### config.mk
export PLATFORM = sky130hd
export DESIGN_NAME = lfs_supervisor
export DESIGN_NICKNAME = d
export VERILOG_FILES = /design/src/logic/lfs_pkg.sv /design/src/logic/lfs_sync.sv /design/src/logic/lfs_timer.sv /design/src/logic/lfs_supervisor.sv
export VERILOG_INCLUDE_DIRS = /design/src /design/src/logic
export SDC_FILE = /design/constraint.sdc
export NUM_CORES = 1
export LEC_CHECK = 0
export ABC_AREA = 1
export BUFFER_PORTS_ARGS = -buffer_cell sky130_fd_sc_hd__clkbuf_2
export CAP_MARGIN = 25
export CORE_MARGIN = 5
export CORE_UTILIZATION = 40
export CTS_BUF_LIST = sky130_fd_sc_hd__clkbuf_4 sky130_fd_sc_hd__clkbuf_8
export CTS_CLUSTER_DIAMETER = 60
export CTS_CLUSTER_SIZE = 10
export DETAILED_ROUTE_END_ITERATION = 10
export GPL_TIMING_DRIVEN = 0
export SLEW_MARGIN = 15
export SYNTH_ARGS = -nofsm -noshare
export SYNTH_HDL_FRONTEND = slang
export SYNTH_SLANG_ARGS = --single-unit
export TNS_END_PERCENT = 5
### constraint.sdc
create_clock -name i_ref_clk -period 2.1 [get_ports i_ref_clk]
set_input_delay 0.105 -clock i_ref_clk [delete_from_list [all_inputs] [get_ports i_ref_clk]]
set_output_delay 0.105 -clock i_ref_clk [all_outputs]
set_load 0.02 [all_outputs]
### src/logic/lfs_consts.svh
// constants for the led fault supervisor: offsets, bit positions, timing
// assumes a 20 MHz system clock and a 32-bit axi4-lite register bus
// Overview of operation
// [RULE1] cycle-by-cycle current limit sets no fault
// [RULE2] supply overcurrent: all channels off, recovery
// [RULE3] pump low: outputs off, flag, interrupt, retry
// [RULE4] bad pump capacitor: pump off, two flags
// [RULE5] config load check fail: flag, interrupt, keep running
// [RULE6] feedback above low limit: flag, inhibit switching
// [RULE7] low overvoltage only in soft-start or normal
// [RULE8] high overvoltage: flag, interrupt, recovery, retry
// [RULE9] feedback undervoltage 110 ms: overcurrent flag, recovery
// [RULE10] overcurrent watch starts with boost start
// [RULE11] bad channel resistor: four channels, 200 mA
// [RULE12] resistor checks latched only at initialization
// [RULE13] bad mode resistor: phase-shift, address 0x3a
// [RULE14] bad frequency resistors: 400 kHz, 305 Hz
// [RULE15] current pin shorted: code becomes one quarter
// [RULE16] current pin recovers: restore code; flag, interrupt
// [RULE17] overtemperature: outputs off until temperature falls
// [RULE18] raise boost; at maximum, open string disabled
// [RULE19] new lamp fault sets summary, interrupt
// [RULE20] string fault bits sticky; summary clearable
// [RULE21] over short threshold with one normal: short
// [RULE22] few groups, boost minimum, over headroom: short
// [RULE23] low overvoltage: no interrupt, no recovery
// [RULE24] inputs synchronised; timers count clock cycles
`ifndef LFS_CONSTS_SVH
`define LFS_CONSTS_SVH

// ****************************************
// timing
// ****************************************
`define LFS_CLK_HZ 20000000
`define LFS_RETRY_MS 100
`define LFS_UV_MS 110
`define LFS_RETRY_CYC (`LFS_RETRY_MS * (`LFS_CLK_HZ / 1000))
`define LFS_UV_CYC (`LFS_UV_MS * (`LFS_CLK_HZ / 1000))

// ****************************************
// register offsets
// ****************************************
`define LFS_ADR_FLAGS 6'h00
`define LFS_ADR_STRING 6'h01
`define LFS_ADR_CTRL 6'h02
`define LFS_ADR_CURRENT 6'h03
`define LFS_ADR_STATE 6'h04

// ****************************************
// flag bit positions and reset values
// ****************************************
`define LFS_F_PUMP 0
`define LFS_F_PCAP 1
`define LFS_F_CFGCHK 2
`define LFS_F_OVPL 3
`define LFS_F_OVPH 4
`define LFS_F_OCP 5
`define LFS_F_CHCFG 6
`define LFS_F_MODE 7
`define LFS_F_FSET 8
`define LFS_F_CURRENT_SET_PIN 9
`define LFS_F_HOT 10
`define LFS_F_LAMP 11
`define LFS_INT_MASK 12'he37
`define LFS_CUR_RST 12'hfff
`define LFS_CTRL_RST 32'h00000001

// ****************************************
// configuration defaults
// ****************************************
`define LFS_DEF_CHAN 3'h4
`define LFS_DEF_MA 8'hc8
`define LFS_DEF_ADDR 7'h3a
`define LFS_DEF_BKHZ 12'h190
`define LFS_DEF_DHZ 16'h0131

`endif

### src/logic/lfs_pkg.sv
// types shared by the led fault supervisor
// assumes nothing of its surroundings
package lfs_pkg;

  typedef enum logic [1:0] {
    LFS_DIM_PHASE,
    LFS_DIM_HYBRID,
    LFS_DIM_DIRECT,
    LFS_DIM_SPARE
  } lfs_dim_t;

  typedef enum logic [2:0] {
    LFS_ST_INIT,
    LFS_ST_SOFT,
    LFS_ST_NORM,
    LFS_ST_RECOV,
    LFS_ST_HOT
  } lfs_state_t;

  typedef struct packed {
    logic supply_ocp;
    logic cbc_limit;
    logic pump_low;
    logic pcap_bad;
    logic fb_ovp_low;
    logic fb_ovp_high;
    logic sense_a_ovp;
    logic fb_uv;
    logic die_hot;
    logic current_set_pin_short;
    logic boost_at_max;
    logic boost_at_min;
    logic [3:0] below_head;
    logic [3:0] above_short;
    logic [3:0] in_window;
    logic [3:0] above_headhys;
  } lfs_cmp_t;

  typedef struct packed {
    logic [2:0] chan_n;
    logic [7:0] chan_ma;
    lfs_dim_t dim_mode;
    logic [6:0] bus_addr;
    logic [11:0] boost_khz;
    logic [15:0] dim_hz;
    logic grouped;
  } lfs_setup_t;

endpackage

### src/logic/lfs_sync.sv
// two-flop synchroniser for a vector of independent levels
// assumes each bit is a slow level, not a multi-bit word
`timescale 1ns/100ps
module lfs_sync
  import lfs_pkg::*;
#(
  parameter int W = 1
)
(
  // clock and reset
  input wire logic i_ref_clk,
  input wire logic i_resetn,
  // levels
  input wire logic [W-1:0] i_d,
  output logic [W-1:0] o_q
);

  logic [W-1:0] meta_r;

  always_ff @(posedge i_ref_clk or negedge i_resetn)
  begin
    if (!i_resetn)
    begin
      meta_r <= '0;
      o_q <= '0;
    end
    else
    begin
      meta_r <= i_d;
      o_q <= meta_r;
    end
  end

endmodule // lfs_sync

### src/logic/lfs_timer.sv
// persistence timer: expires after LIM cycles of continuous run
// assumes i_run comes from logic on the same clock
`timescale 1ns/100ps
module lfs_timer
  import lfs_pkg::*;
#(
  parameter int LIM = 16
)
(
  // clock and reset
  input wire logic i_ref_clk,
  input wire logic i_resetn,
  // control
  input wire logic i_run,
  output logic o_exp
);

  localparam int W = $clog2(LIM + 1);
  logic [W-1:0] cnt_r;
  logic [W-1:0] cnt_nxt;

  assign cnt_nxt = !i_run ? '0 :
                   (cnt_r == W'(LIM)) ? cnt_r : cnt_r + W'(1);

  always_ff @(posedge i_ref_clk or negedge i_resetn)
  begin
    if (!i_resetn)
    begin
      cnt_r <= '0;
      o_exp <= 1'b0;
    end
    else
    begin
      cnt_r <= cnt_nxt;
      o_exp <= i_run && (cnt_nxt == W'(LIM));
    end
  end

endmodule // lfs_timer

### src/logic/lfs_supervisor.sv
// led driver fault supervisor with an axi4-lite register slave
// comparator levels are asynchronous; setup checks come from the
// initialisation logic on the same clock and stay valid while init
`timescale 1ns/100ps
`include "lfs_consts.svh"
module lfs_supervisor
  import lfs_pkg::*;
#(
  parameter int RETRY_CYC = `LFS_RETRY_CYC,
  parameter int UV_CYC = `LFS_UV_CYC
)
(
  // clock and reset
  input wire logic i_ref_clk,
  input wire logic i_resetn,
  // comparators and initialisation checks
  input wire lfs_cmp_t i_cmp,
  input wire lfs_setup_t i_setup,
  input wire logic i_chan_ok,
  input wire logic i_mode_ok,
  input wire logic i_bfreq_ok,
  input wire logic i_dfreq_ok,
  input wire logic i_cfg_load_bad,
  input wire logic i_boost_ready,
  // power stage controls
  output logic o_boost_en,
  output logic o_pline_en,
  output logic o_pump_en,
  output logic o_switch_inhibit,
  output logic o_boost_raise,
  output logic [3:0] o_led_en,
  output logic [11:0] o_cur_code,
  output lfs_setup_t o_setup,
  output logic o_int,
  // axi4-lite write
  input wire logic i_awvalid,
  output logic o_awready,
  input wire logic [7:0] i_awaddr,
  input wire logic i_wvalid,
  output logic o_wready,
  input wire logic [31:0] i_wdata,
  input wire logic [3:0] i_wstrb,
  output logic o_bvalid,
  input wire logic i_bready,
  output logic [1:0] o_bresp,
  // axi4-lite read
  input wire logic i_arvalid,
  output logic o_arready,
  input wire logic [7:0] i_araddr,
  output logic o_rvalid,
  input wire logic i_rready,
  output logic [31:0] o_rdata,
  output logic [1:0] o_rresp
);

  // ****************************************
  // functions
  // ****************************************
  function automatic logic [31:0] lane_mask(input logic [3:0] s);
    lane_mask = {{8{s[3]}}, {8{s[2]}}, {8{s[1]}}, {8{s[0]}}};
  endfunction

  function automatic logic adr_ok(input logic [5:0] a);
    adr_ok = (a <= `LFS_ADR_STATE);
  endfunction

  // ****************************************
  // synchronised comparators and timers
  // ****************************************
  logic [$bits(lfs_cmp_t)-1:0] cmp_q;
  lfs_cmp_t cmp_s;
  lfs_state_t st_r;
  lfs_state_t st_nxt;
  logic uv_exp;
  logic retry_exp;

  // [RULE24] synchronise comparator levels
  lfs_sync #(.W($bits(lfs_cmp_t))) u_sync (
    .i_ref_clk(i_ref_clk),
    .i_resetn(i_resetn),
    .i_d(i_cmp),
    .o_q(cmp_q)
  );
  assign cmp_s = lfs_cmp_t'(cmp_q);

  wire run_w = (st_r == LFS_ST_SOFT) || (st_r == LFS_ST_NORM);
  wire norm_w = (st_r == LFS_ST_NORM);

  // [RULE9] [RULE10] undervoltage persistence from boost start
  lfs_timer #(.LIM(UV_CYC)) u_uv (
    .i_ref_clk(i_ref_clk),
    .i_resetn(i_resetn),
    .i_run(run_w && cmp_s.fb_uv),
    .o_exp(uv_exp)
  );

  // [RULE24] retry delay counted in clock cycles
  lfs_timer #(.LIM(RETRY_CYC)) u_retry (
    .i_ref_clk(i_ref_clk),
    .i_resetn(i_resetn),
    .i_run(st_r == LFS_ST_RECOV),
    .o_exp(retry_exp)
  );

  // ****************************************
  // fault decode
  // ****************************************
  logic cfg_done_r;
  logic [3:0] led_act_r;
  logic [11:0] flags_r;
  logic [31:0] ctrl_r;
  logic [11:0] prog_r;
  logic [11:0] cur_r;
  logic open_type_r;
  logic short_type_r;
  logic [3:0] chan_fault_r;
  logic pump_off_r;

  // [RULE3] pump low while running
  wire pump_w = run_w && cmp_s.pump_low;
  // [RULE4] pump capacitor checked at initialisation
  wire pcap_w = (st_r == LFS_ST_INIT) && cmp_s.pcap_bad;
  // [RULE6] [RULE7] low overvoltage only in soft-start or normal
  wire ovpl_w = run_w && cmp_s.fb_ovp_low;
  // [RULE8] high overvoltage from feedback or output sense
  wire ovph_w = run_w && (cmp_s.fb_ovp_high || cmp_s.sense_a_ovp);
  // [RULE1] [RULE23] neither current limit nor low overvoltage trips
  // [RULE2] supply overcurrent trips as well
  wire trip_w = (run_w && cmp_s.supply_ocp) || pump_w || ovph_w || uv_exp;
  wire hot_w = cmp_s.die_hot && (st_r != LFS_ST_RECOV);
  wire cap_w = (st_r == LFS_ST_INIT) && !cfg_done_r;

  // [RULE18] open string at boost maximum
  wire [3:0] open_w = {4{norm_w && cmp_s.boost_at_max}} &
                      cmp_s.below_head & led_act_r;
  // [RULE21] short while another string sits in the window
  wire any_win_w = |(cmp_s.in_window & led_act_r);
  wire [3:0] sh_a_w = {4{norm_w && any_win_w}} & cmp_s.above_short;
  // [RULE22] grouped with one or two groups at boost minimum
  wire few_w = o_setup.grouped && (o_setup.chan_n <= 3'h2);
  wire [3:0] sh_b_w = {4{norm_w && few_w && cmp_s.boost_at_min}} &
                      cmp_s.above_headhys;
  wire [3:0] short_w = (sh_a_w | sh_b_w) & led_act_r;
  wire [3:0] new_w = open_w | short_w;
  wire [3:0] used_w = 4'((5'h1 << o_setup.chan_n) - 5'h1);

  // ****************************************
  // state machine
  // ****************************************
  always_comb
  begin
    st_nxt = st_r;
    case (st_r)
      LFS_ST_INIT:
        st_nxt = pcap_w ? LFS_ST_RECOV :
                 hot_w ? LFS_ST_HOT : LFS_ST_SOFT;
      LFS_ST_SOFT:
        st_nxt = trip_w ? LFS_ST_RECOV :
                 hot_w ? LFS_ST_HOT :
                 i_boost_ready ? LFS_ST_NORM : LFS_ST_SOFT;
      LFS_ST_NORM:
        st_nxt = trip_w ? LFS_ST_RECOV :
                 hot_w ? LFS_ST_HOT : LFS_ST_NORM;
      // [RULE3] [RULE8] [RULE9] restart after retry delay
      LFS_ST_RECOV:
        st_nxt = retry_exp ? LFS_ST_INIT : LFS_ST_RECOV;
      // [RULE17] restart once the die has cooled
      LFS_ST_HOT:
        st_nxt = cmp_s.die_hot ? LFS_ST_HOT : LFS_ST_INIT;
      default:
        st_nxt = LFS_ST_INIT;
    endcase
  end

  wire run_nxt = (st_nxt == LFS_ST_SOFT) || (st_nxt == LFS_ST_NORM);

  // ****************************************
  // register bus decode
  // ****************************************
  logic [5:0] awidx_r;
  logic [31:0] wdata_r;
  logic [3:0] wstrb_r;
  logic bvalid_r;
  wire aw_hs = i_awvalid && o_awready;
  wire w_hs = i_wvalid && o_wready;
  wire ar_hs = i_arvalid && o_arready;
  wire wr_do = !o_awready && !o_wready && !bvalid_r;
  wire [31:0] wm_w = wdata_r & lane_mask(wstrb_r);
  wire wr_flags = wr_do && (awidx_r == `LFS_ADR_FLAGS);
  wire wr_ctrl = wr_do && (awidx_r == `LFS_ADR_CTRL);
  wire wr_cur = wr_do && (awidx_r == `LFS_ADR_CURRENT);
  wire [31:0] cmask_w = lane_mask(wstrb_r);
  wire lamp_int_en = ctrl_r[0];

  // [RULE20] only the summary and other flags are write-one-clear
  wire [11:0] clr_w = wr_flags ? wm_w[11:0] : 12'h000;
  logic [11:0] set_w;
  always_comb
  begin
    set_w = 12'h000;
    // [RULE3] [RULE4] pump flags
    set_w[`LFS_F_PUMP] = pump_w || pcap_w;
    set_w[`LFS_F_PCAP] = pcap_w;
    // [RULE5] [RULE11] [RULE13] [RULE14] initialisation checks
    set_w[`LFS_F_CFGCHK] = cap_w && i_cfg_load_bad;
    set_w[`LFS_F_CHCFG] = cap_w && !i_chan_ok;
    set_w[`LFS_F_MODE] = cap_w && !i_mode_ok;
    set_w[`LFS_F_FSET] = cap_w && !(i_bfreq_ok && i_dfreq_ok);
    // [RULE6] low overvoltage flag
    set_w[`LFS_F_OVPL] = ovpl_w;
    // [RULE8] high overvoltage flag
    set_w[`LFS_F_OVPH] = ovph_w;
    // [RULE9] persistent undervoltage flag
    set_w[`LFS_F_OCP] = uv_exp && run_w;
    // [RULE16] current pin fault flag
    set_w[`LFS_F_CURRENT_SET_PIN] = cmp_s.current_set_pin_short;
    // [RULE17] thermal flag
    set_w[`LFS_F_HOT] = cmp_s.die_hot;
    // [RULE19] any new lamp fault, including after a clear
    set_w[`LFS_F_LAMP] = |new_w;
  end
  wire [11:0] flags_nxt = (flags_r & ~clr_w) | set_w;
  wire [11:0] imask_w = `LFS_INT_MASK & {lamp_int_en, 11'h7ff};

  wire [5:0] aridx_w = i_araddr[7:2];
  logic [31:0] rd_w;
  always_comb
  begin
    case (aridx_w)
      `LFS_ADR_FLAGS: rd_w = {20'h00000, flags_r};
      `LFS_ADR_STRING:
        rd_w = {26'h0000000, short_type_r, open_type_r, chan_fault_r};
      `LFS_ADR_CTRL: rd_w = ctrl_r;
      `LFS_ADR_CURRENT: rd_w = {4'h0, cur_r, 4'h0, prog_r};
      `LFS_ADR_STATE: rd_w = {25'h0000000, led_act_r, st_r};
      default: rd_w = 32'h00000000;
    endcase
  end

  // ****************************************
  // axi4-lite handshakes
  // ****************************************
  always_ff @(posedge i_ref_clk or negedge i_resetn)
  begin
    if (!i_resetn)
    begin
      o_awready <= 1'b1;
      o_wready <= 1'b1;
      bvalid_r <= 1'b0;
      o_bresp <= 2'h0;
      awidx_r <= 6'h00;
      wdata_r <= 32'h00000000;
      wstrb_r <= 4'h0;
      o_arready <= 1'b1;
      o_rvalid <= 1'b0;
      o_rdata <= 32'h00000000;
      o_rresp <= 2'h0;
    end
    else
    begin
      if (aw_hs)
      begin
        awidx_r <= i_awaddr[7:2];
        o_awready <= 1'b0;
      end
      if (w_hs)
      begin
        wdata_r <= i_wdata;
        wstrb_r <= i_wstrb;
        o_wready <= 1'b0;
      end
      if (wr_do)
      begin
        bvalid_r <= 1'b1;
        o_bresp <= adr_ok(awidx_r) ? 2'h0 : 2'h2;
      end
      if (bvalid_r && i_bready)
      begin
        bvalid_r <= 1'b0;
        o_awready <= 1'b1;
        o_wready <= 1'b1;
      end
      if (ar_hs)
      begin
        o_arready <= 1'b0;
        o_rvalid <= 1'b1;
        o_rdata <= rd_w;
        o_rresp <= adr_ok(aridx_w) ? 2'h0 : 2'h2;
      end
      if (o_rvalid && i_rready)
      begin
        o_rvalid <= 1'b0;
        o_arready <= 1'b1;
      end
    end
  end
  assign o_bvalid = bvalid_r;

  // ****************************************
  // supervisor state and outputs
  // ****************************************
  always_ff @(posedge i_ref_clk or negedge i_resetn)
  begin
    if (!i_resetn)
    begin
      st_r <= LFS_ST_INIT;
      cfg_done_r <= 1'b0;
      o_setup <= '0;
      flags_r <= 12'h000;
      o_int <= 1'b0;
      ctrl_r <= `LFS_CTRL_RST;
      prog_r <= `LFS_CUR_RST;
      cur_r <= `LFS_CUR_RST;
      led_act_r <= 4'h0;
      open_type_r <= 1'b0;
      short_type_r <= 1'b0;
      chan_fault_r <= 4'h0;
      pump_off_r <= 1'b0;
    end
    else
    begin
      st_r <= st_nxt;
      flags_r <= flags_nxt;
      o_int <= |(flags_nxt & imask_w);
      if (wr_ctrl)
        ctrl_r <= {31'h00000000, (wm_w[0] | (ctrl_r[0] & ~cmask_w[0]))};
      if (wr_cur)
        prog_r <= (wm_w[11:0]) | (prog_r & ~cmask_w[11:0]);
      // [RULE15] [RULE16] quarter code while shorted, else programmed
      cur_r <= cmp_s.current_set_pin_short ? {2'h0, prog_r[11:2]} : prog_r;
      // [RULE12] latch the resistor checks once
      if (cap_w)
      begin
        cfg_done_r <= 1'b1;
        o_setup <= i_setup;
        // [RULE11] four channels at 200 mA
        if (!i_chan_ok)
        begin
          o_setup.chan_n <= `LFS_DEF_CHAN;
          o_setup.chan_ma <= `LFS_DEF_MA;
        end
        // [RULE13] phase-shift dimming at the default address
        if (!i_mode_ok)
        begin
          o_setup.dim_mode <= LFS_DIM_PHASE;
          o_setup.bus_addr <= `LFS_DEF_ADDR;
        end
        // [RULE14] default switching and dimming frequencies
        if (!i_bfreq_ok)
          o_setup.boost_khz <= `LFS_DEF_BKHZ;
        if (!i_dfreq_ok)
          o_setup.dim_hz <= `LFS_DEF_DHZ;
      end
      if (st_r == LFS_ST_INIT && !cfg_done_r)
        led_act_r <= 4'hf;
      else
        // [RULE18] [RULE21] drop faulty strings from the loop
        led_act_r <= led_act_r & used_w & ~new_w;
      // [RULE20] string fault detail stays until reset
      open_type_r <= open_type_r | (|open_w);
      short_type_r <= short_type_r | (|short_w);
      chan_fault_r <= chan_fault_r | new_w;
      // [RULE4] pump stays off after a bad capacitor check until a later initialisation finds the capacitor good
      if (st_r == LFS_ST_INIT)
        pump_off_r <= cmp_s.pcap_bad;
    end
  end

  // [RULE2] [RULE3] [RULE17] boost, power line and led enables off outside the running states
  always_ff @(posedge i_ref_clk or negedge i_resetn)
  begin
    if (!i_resetn)
    begin
      o_boost_en <= 1'b0;
      o_pline_en <= 1'b0;
      o_pump_en <= 1'b0;
      o_switch_inhibit <= 1'b0;
      o_boost_raise <= 1'b0;
      o_led_en <= 4'h0;
      o_cur_code <= `LFS_CUR_RST;
    end
    else
    begin
      o_boost_en <= run_nxt;
      o_pline_en <= run_nxt;
      o_pump_en <= !pump_off_r && !pcap_w;
      // [RULE6] pause switching above the low overvoltage limit
      o_switch_inhibit <= ovpl_w;
      // [RULE18] ask for more boost while a string still in the loop is low
      o_boost_raise <= norm_w && |(cmp_s.below_head & led_act_r);
      o_led_en <= run_nxt ? (led_act_r & used_w & ~new_w) : 4'h0;
      o_cur_code <= cur_r;
    end
  end
endmodule // lfs_supervisor

==> metrics.md <==
| Metric | Value |
|---|---|
| CP Cell Sequence | `nor2_1 > nand2_2 > nor2_4 > clkbuf_1 > o21ai_0 > nand2_1` |
| Compound-Gate Fraction of Synth Area | `0.0696` |
| Initial antenna violation count | `0` |
| Crit path kind | `reg -> reg` |
| Max-slew violations | `0` |
| Die X | `179 µm` |
| Multi-input gate area | `3860 µm²` |
| Fin crit share | `0.934` |
| Leakage | `7.38 nW` |
| WP data required | `2.59 ns` |
| Synth warn | `0` |
| Largest net degree at the start of global routing | `94` |
| Vias/cell | `4.69` |
| Post-route cell area | `14900 µm²` |
| CP Capture Type | `flip-flop` |
| Adder-Cell Fraction of Synth Area | `0.00437` |
| PortBufs | `214` |
| DR WL/cell | `15.1 µm` |
| Post-layout minimum cycle time | `1.96 ns` |
| Syn_area_per_cell | `8.97 µm²` |
| Final core occ | `0.525` |
| Worst Skew | `0.0434 ns` |
| GR Util met3 | `0.0453` |
| Initial core utilization | `0.402` |
| Placed cell area | `13100 µm²` |
| Root Buffer | `clkbuf_8` |
| Worst slew margin | `0.598` |
| Post-synthesis xor/xnor area fraction | `0.00612` |
| WP data arrival | `2.45 ns` |
| CTS tree | `yes` |
| Worst hold path type | `in -> reg` |
| H-tree levels | `2` |
| Hold Fails Final Rpt | `0` |
| Multiplexer share of the synthesized area | `0.00491` |
| Initial DRC count | `587` |
| Final ANT Viol Nets | `0` |
| DRC errors left | `0` |
| Max Cap Violations | `0` |
| RSZ-0062 raised after global routing | `yes` |
| Fillers | `2670` |
| TritonRoute pass-1 iters | `5` |
| Worst slack, placed | `-0.0663 ns` |
| Clk slew on worst S/H paths | `0.08 ns` |
| Placed instance count | `1887` |
| Grt total ovfl | `0` |
| Most used DFF post-synth | `dfrtp_1` |
| Placer Congestion | `0.865` |
| CTS sink cnt | `272` |
| Synthesized area | `11500 µm²` |
| Critical Path Max Stage Delay | `0.44 ns` |
| Post-synthesis sequential area ratio | `0.599` |
| Clk buf depth | `3` |
| Hold Worst Slack | `0.0679 ns` |
| Ys async rst share | `1.00` |
| Dpl hpwl | `22800 µm` |
| FP Rows | `62` |
| Sequential cell area | `6860 µm²` |
| Io pins | `254` |
| Max Freq | `0.510 GHz` |
| Met2 Track Usage GR | `0.327` |
| Post-Layout Cell Count | `2056` |
| Final setup viols | `0` |
| Worst R2R Setup Slack | `0.14 ns` |
| Status | `finished, final reports clean` |
| Layout net count | `1801` |
| Number of synthesized register bits | `272` |
| Post-synthesis simple-gate area fraction | `0.246` |
| Clock latency on the worst-skew pair | `0.55 ns` |
| Synth cell types | `51` |
| Post-Synthesis Cells | `1277` |
| Post-synth EDFFs | `0` |
| PD cells | `781 nW/µm²` |
| Overall Global Routing Usage | `0.196` |
| GRT busiest layer | `met2` |
| Antenna cells | `0` |
| Main combinational cell family by area after synthesis | `simple AND/OR/NAND/NOR gates` |
| Peak VDD IR | `333 µV` |
| Crit start category | `flip-flop` |
| Slew @ Worst Pin | `0.604 ns` |
| Die area | `32100 µm²` |
| Crit path buf inv count | `1` |
| Worst path top cell family by delay | `simple AND/OR/NAND/NOR gates` |
| First-pass GRT wire length | `50200 µm` |
| Final WS setup | `0.138 ns` |
| CTS buffer count | `34` |
| Vias | `9633` |
| Area growth syn-to-layout | `30.5%` |
| Die outline height | `179 µm` |
| Core area | `28500 µm²` |
| Share of layout cells above drive strength 1 | `0.243` |
| Drt total wl | `31000 µm` |
| Slowest CP cell | `dfrtp_1` |
| Met1 usage | `0.252` |
| Worst Path Max Fanout | `10` |
| Vias in the first global route | `9907` |
## power by group
group          internal (mW)  leakage, nW  switching (mW)
sequential              5.97         3.14           0.310
clock                   1.82        0.332            1.90
combinational          0.632         3.91            1.04
## per-layer routing
| metal | wire length [µm] | part of all wire |
|---|---|---|
| met5 | 0 | 0 |
| met2 | 14900 | 0.48 |
| met3 | 1980 | 0.064 |
| met1 | 13200 | 0.43 |
| met4 | 918 | 0.030 |
## timing repair
item | in CTS | in global routing
pin swaps | 0 | 2
endpoints found under the setup margin | 1 | 5
cloned | 0 | 0
hold endpoints to repair | 201 | 0
setup buffers | 0 | 2
hold buffers | 114 | 0
gates resized for setup | 1 | 9
## tightest hold or removal path: cells and delay by family
| family | cells | cell delay, ns |
|---|---|---|
| buffers and inverters | 1 | 0.25 |
| and+or+nand+nor | 2 | 0.22 |
## synthesized netlist by cell type, types with 2 or more instances
cell type	count	area (µm²)
nand3b_1	3	22.5
o2111ai_1	5	43.8
o21ai_0	83	415
clkinv_1	2	7.51
nor3_2	4	40.0
o31ai_1	2	15.0
inv_1	140	526
nor2_4	4	45.0
nand4_1	18	113
nand3_1	90	450
nor3_1	12	60.1
nor2_2	10	62.6
nor2_1	120	450
nand3_2	8	80.1
mux2_2	5	56.3
inv_2	18	67.6
dfstp_2	40	1050
or2_2	5	31.3
o21bai_1	4	30.0
ha_1	4	50.1
dfrtp_1	232	5810
nor4_1	3	18.8
nand2_2	9	56.3
a31oi_1	3	18.8
clkbuf_1	19	71.3
buf_2	5	25.0
o21ai_1	9	45.0
a21oi_1	32	160
xor2_1	8	70.1
nand2_1	349	1310
buf_4	11	82.6
## cell type report
class                           instances  share of cell area
Buffer                                 37              0.0130
Clock buffer                           49              0.0397
Clock inverter                          4             0.00226
Inverter                              161              0.0406
Multi-Input combinational cell        816               0.258
Sequential cell                       272               0.459
Tap cell                              384              0.0321
Timing Repair Buffer                  333               0.155
## cell families (layout without fill, tap and decap cells)
| logic type | after synthesis | after routing |
|---|---|---|
| and+or+nand+nor | 643 | 643 |
| DFF | 272 | 272 |
| buffers and inverters | 198 | 584 |
| AOI/OAI and AO/OA | 146 | 146 |
| xor gates and xnor gates | 8 | 8 |
| muxes | 5 | 5 |
| adders and majority gates | 4 | 4 |
| other | 1 | 10 |
## metrics by stage
| stage | power [mW] | TNS (ns) |
|---|---|---|
| 5_1_grt | 12.3 | -0.104 |
| 3_3_place_gp | 7.81 | -1216.61 |
| 6_report | 11.7 | 0 |
| 3_5_place_dp | 7.87 | -0.0663 |
| 2_1_floorplan | 7.14 | 0 |
| 4_1_cts | 11.8 | 0 |
## registers in the layout (all words and copies together) (netlist names), 2 cells and up, named ones only
| name | count |
|---|---|
| chan_fault_r | 4 |
| o_cur_code | 12 |
| o_led_en | 4 |
| u_sync.o_q | 27 |
| u_sync.meta_r | 27 |
| wdata_r | 12 |
| wstrb_r | 2 |
| awidx_r | 6 |
| o_rdata | 24 |
| o_setup | 49 |
| u_uv.cnt_r | 22 |
| led_act_r | 4 |
| u_retry.cnt_r | 21 |
| flags_r | 12 |
| st_r | 3 |
| cur_r | 12 |
## cell usage in the layout, fill, tap and decap left out, types with 9 or more instances in the layout
master / n
nor3_1: 11
clkbuf_8: 37
clkbuf_4: 13
nand2_1: 348
clkbuf_2: 213
nand4_1: 18
dfrtp_1: 231
conb_1: 10
inv_1: 139
a21oi_1: 32
o21ai_1: 9
clkbuf_1: 19
nor2_1: 119
nand3_1: 90
inv_2: 19
dfstp_2: 40
o21ai_0: 83
nand2_2: 10
dlygate4sd3_1: 114
buf_4: 13
## final timing paths
path                                    from                          to  cells after the start
max in group asynchronous           i_resetn  asynchronous set/reset pin                      4
hold / removal                    i_bfreq_ok                 o_setup[19]                      3
hold reg to reg            u_sync.meta_r[12]              u_sync.o_q[12]                      0
setup reg to reg                     st_r[0]                  flags_r[8]                      6
setup / recovery                     st_r[0]                  flags_r[8]                      6
min in group asynchronous           i_resetn                 o_rdata[16]                      2
No activity file was read; power rests on OpenSTA's default activity.
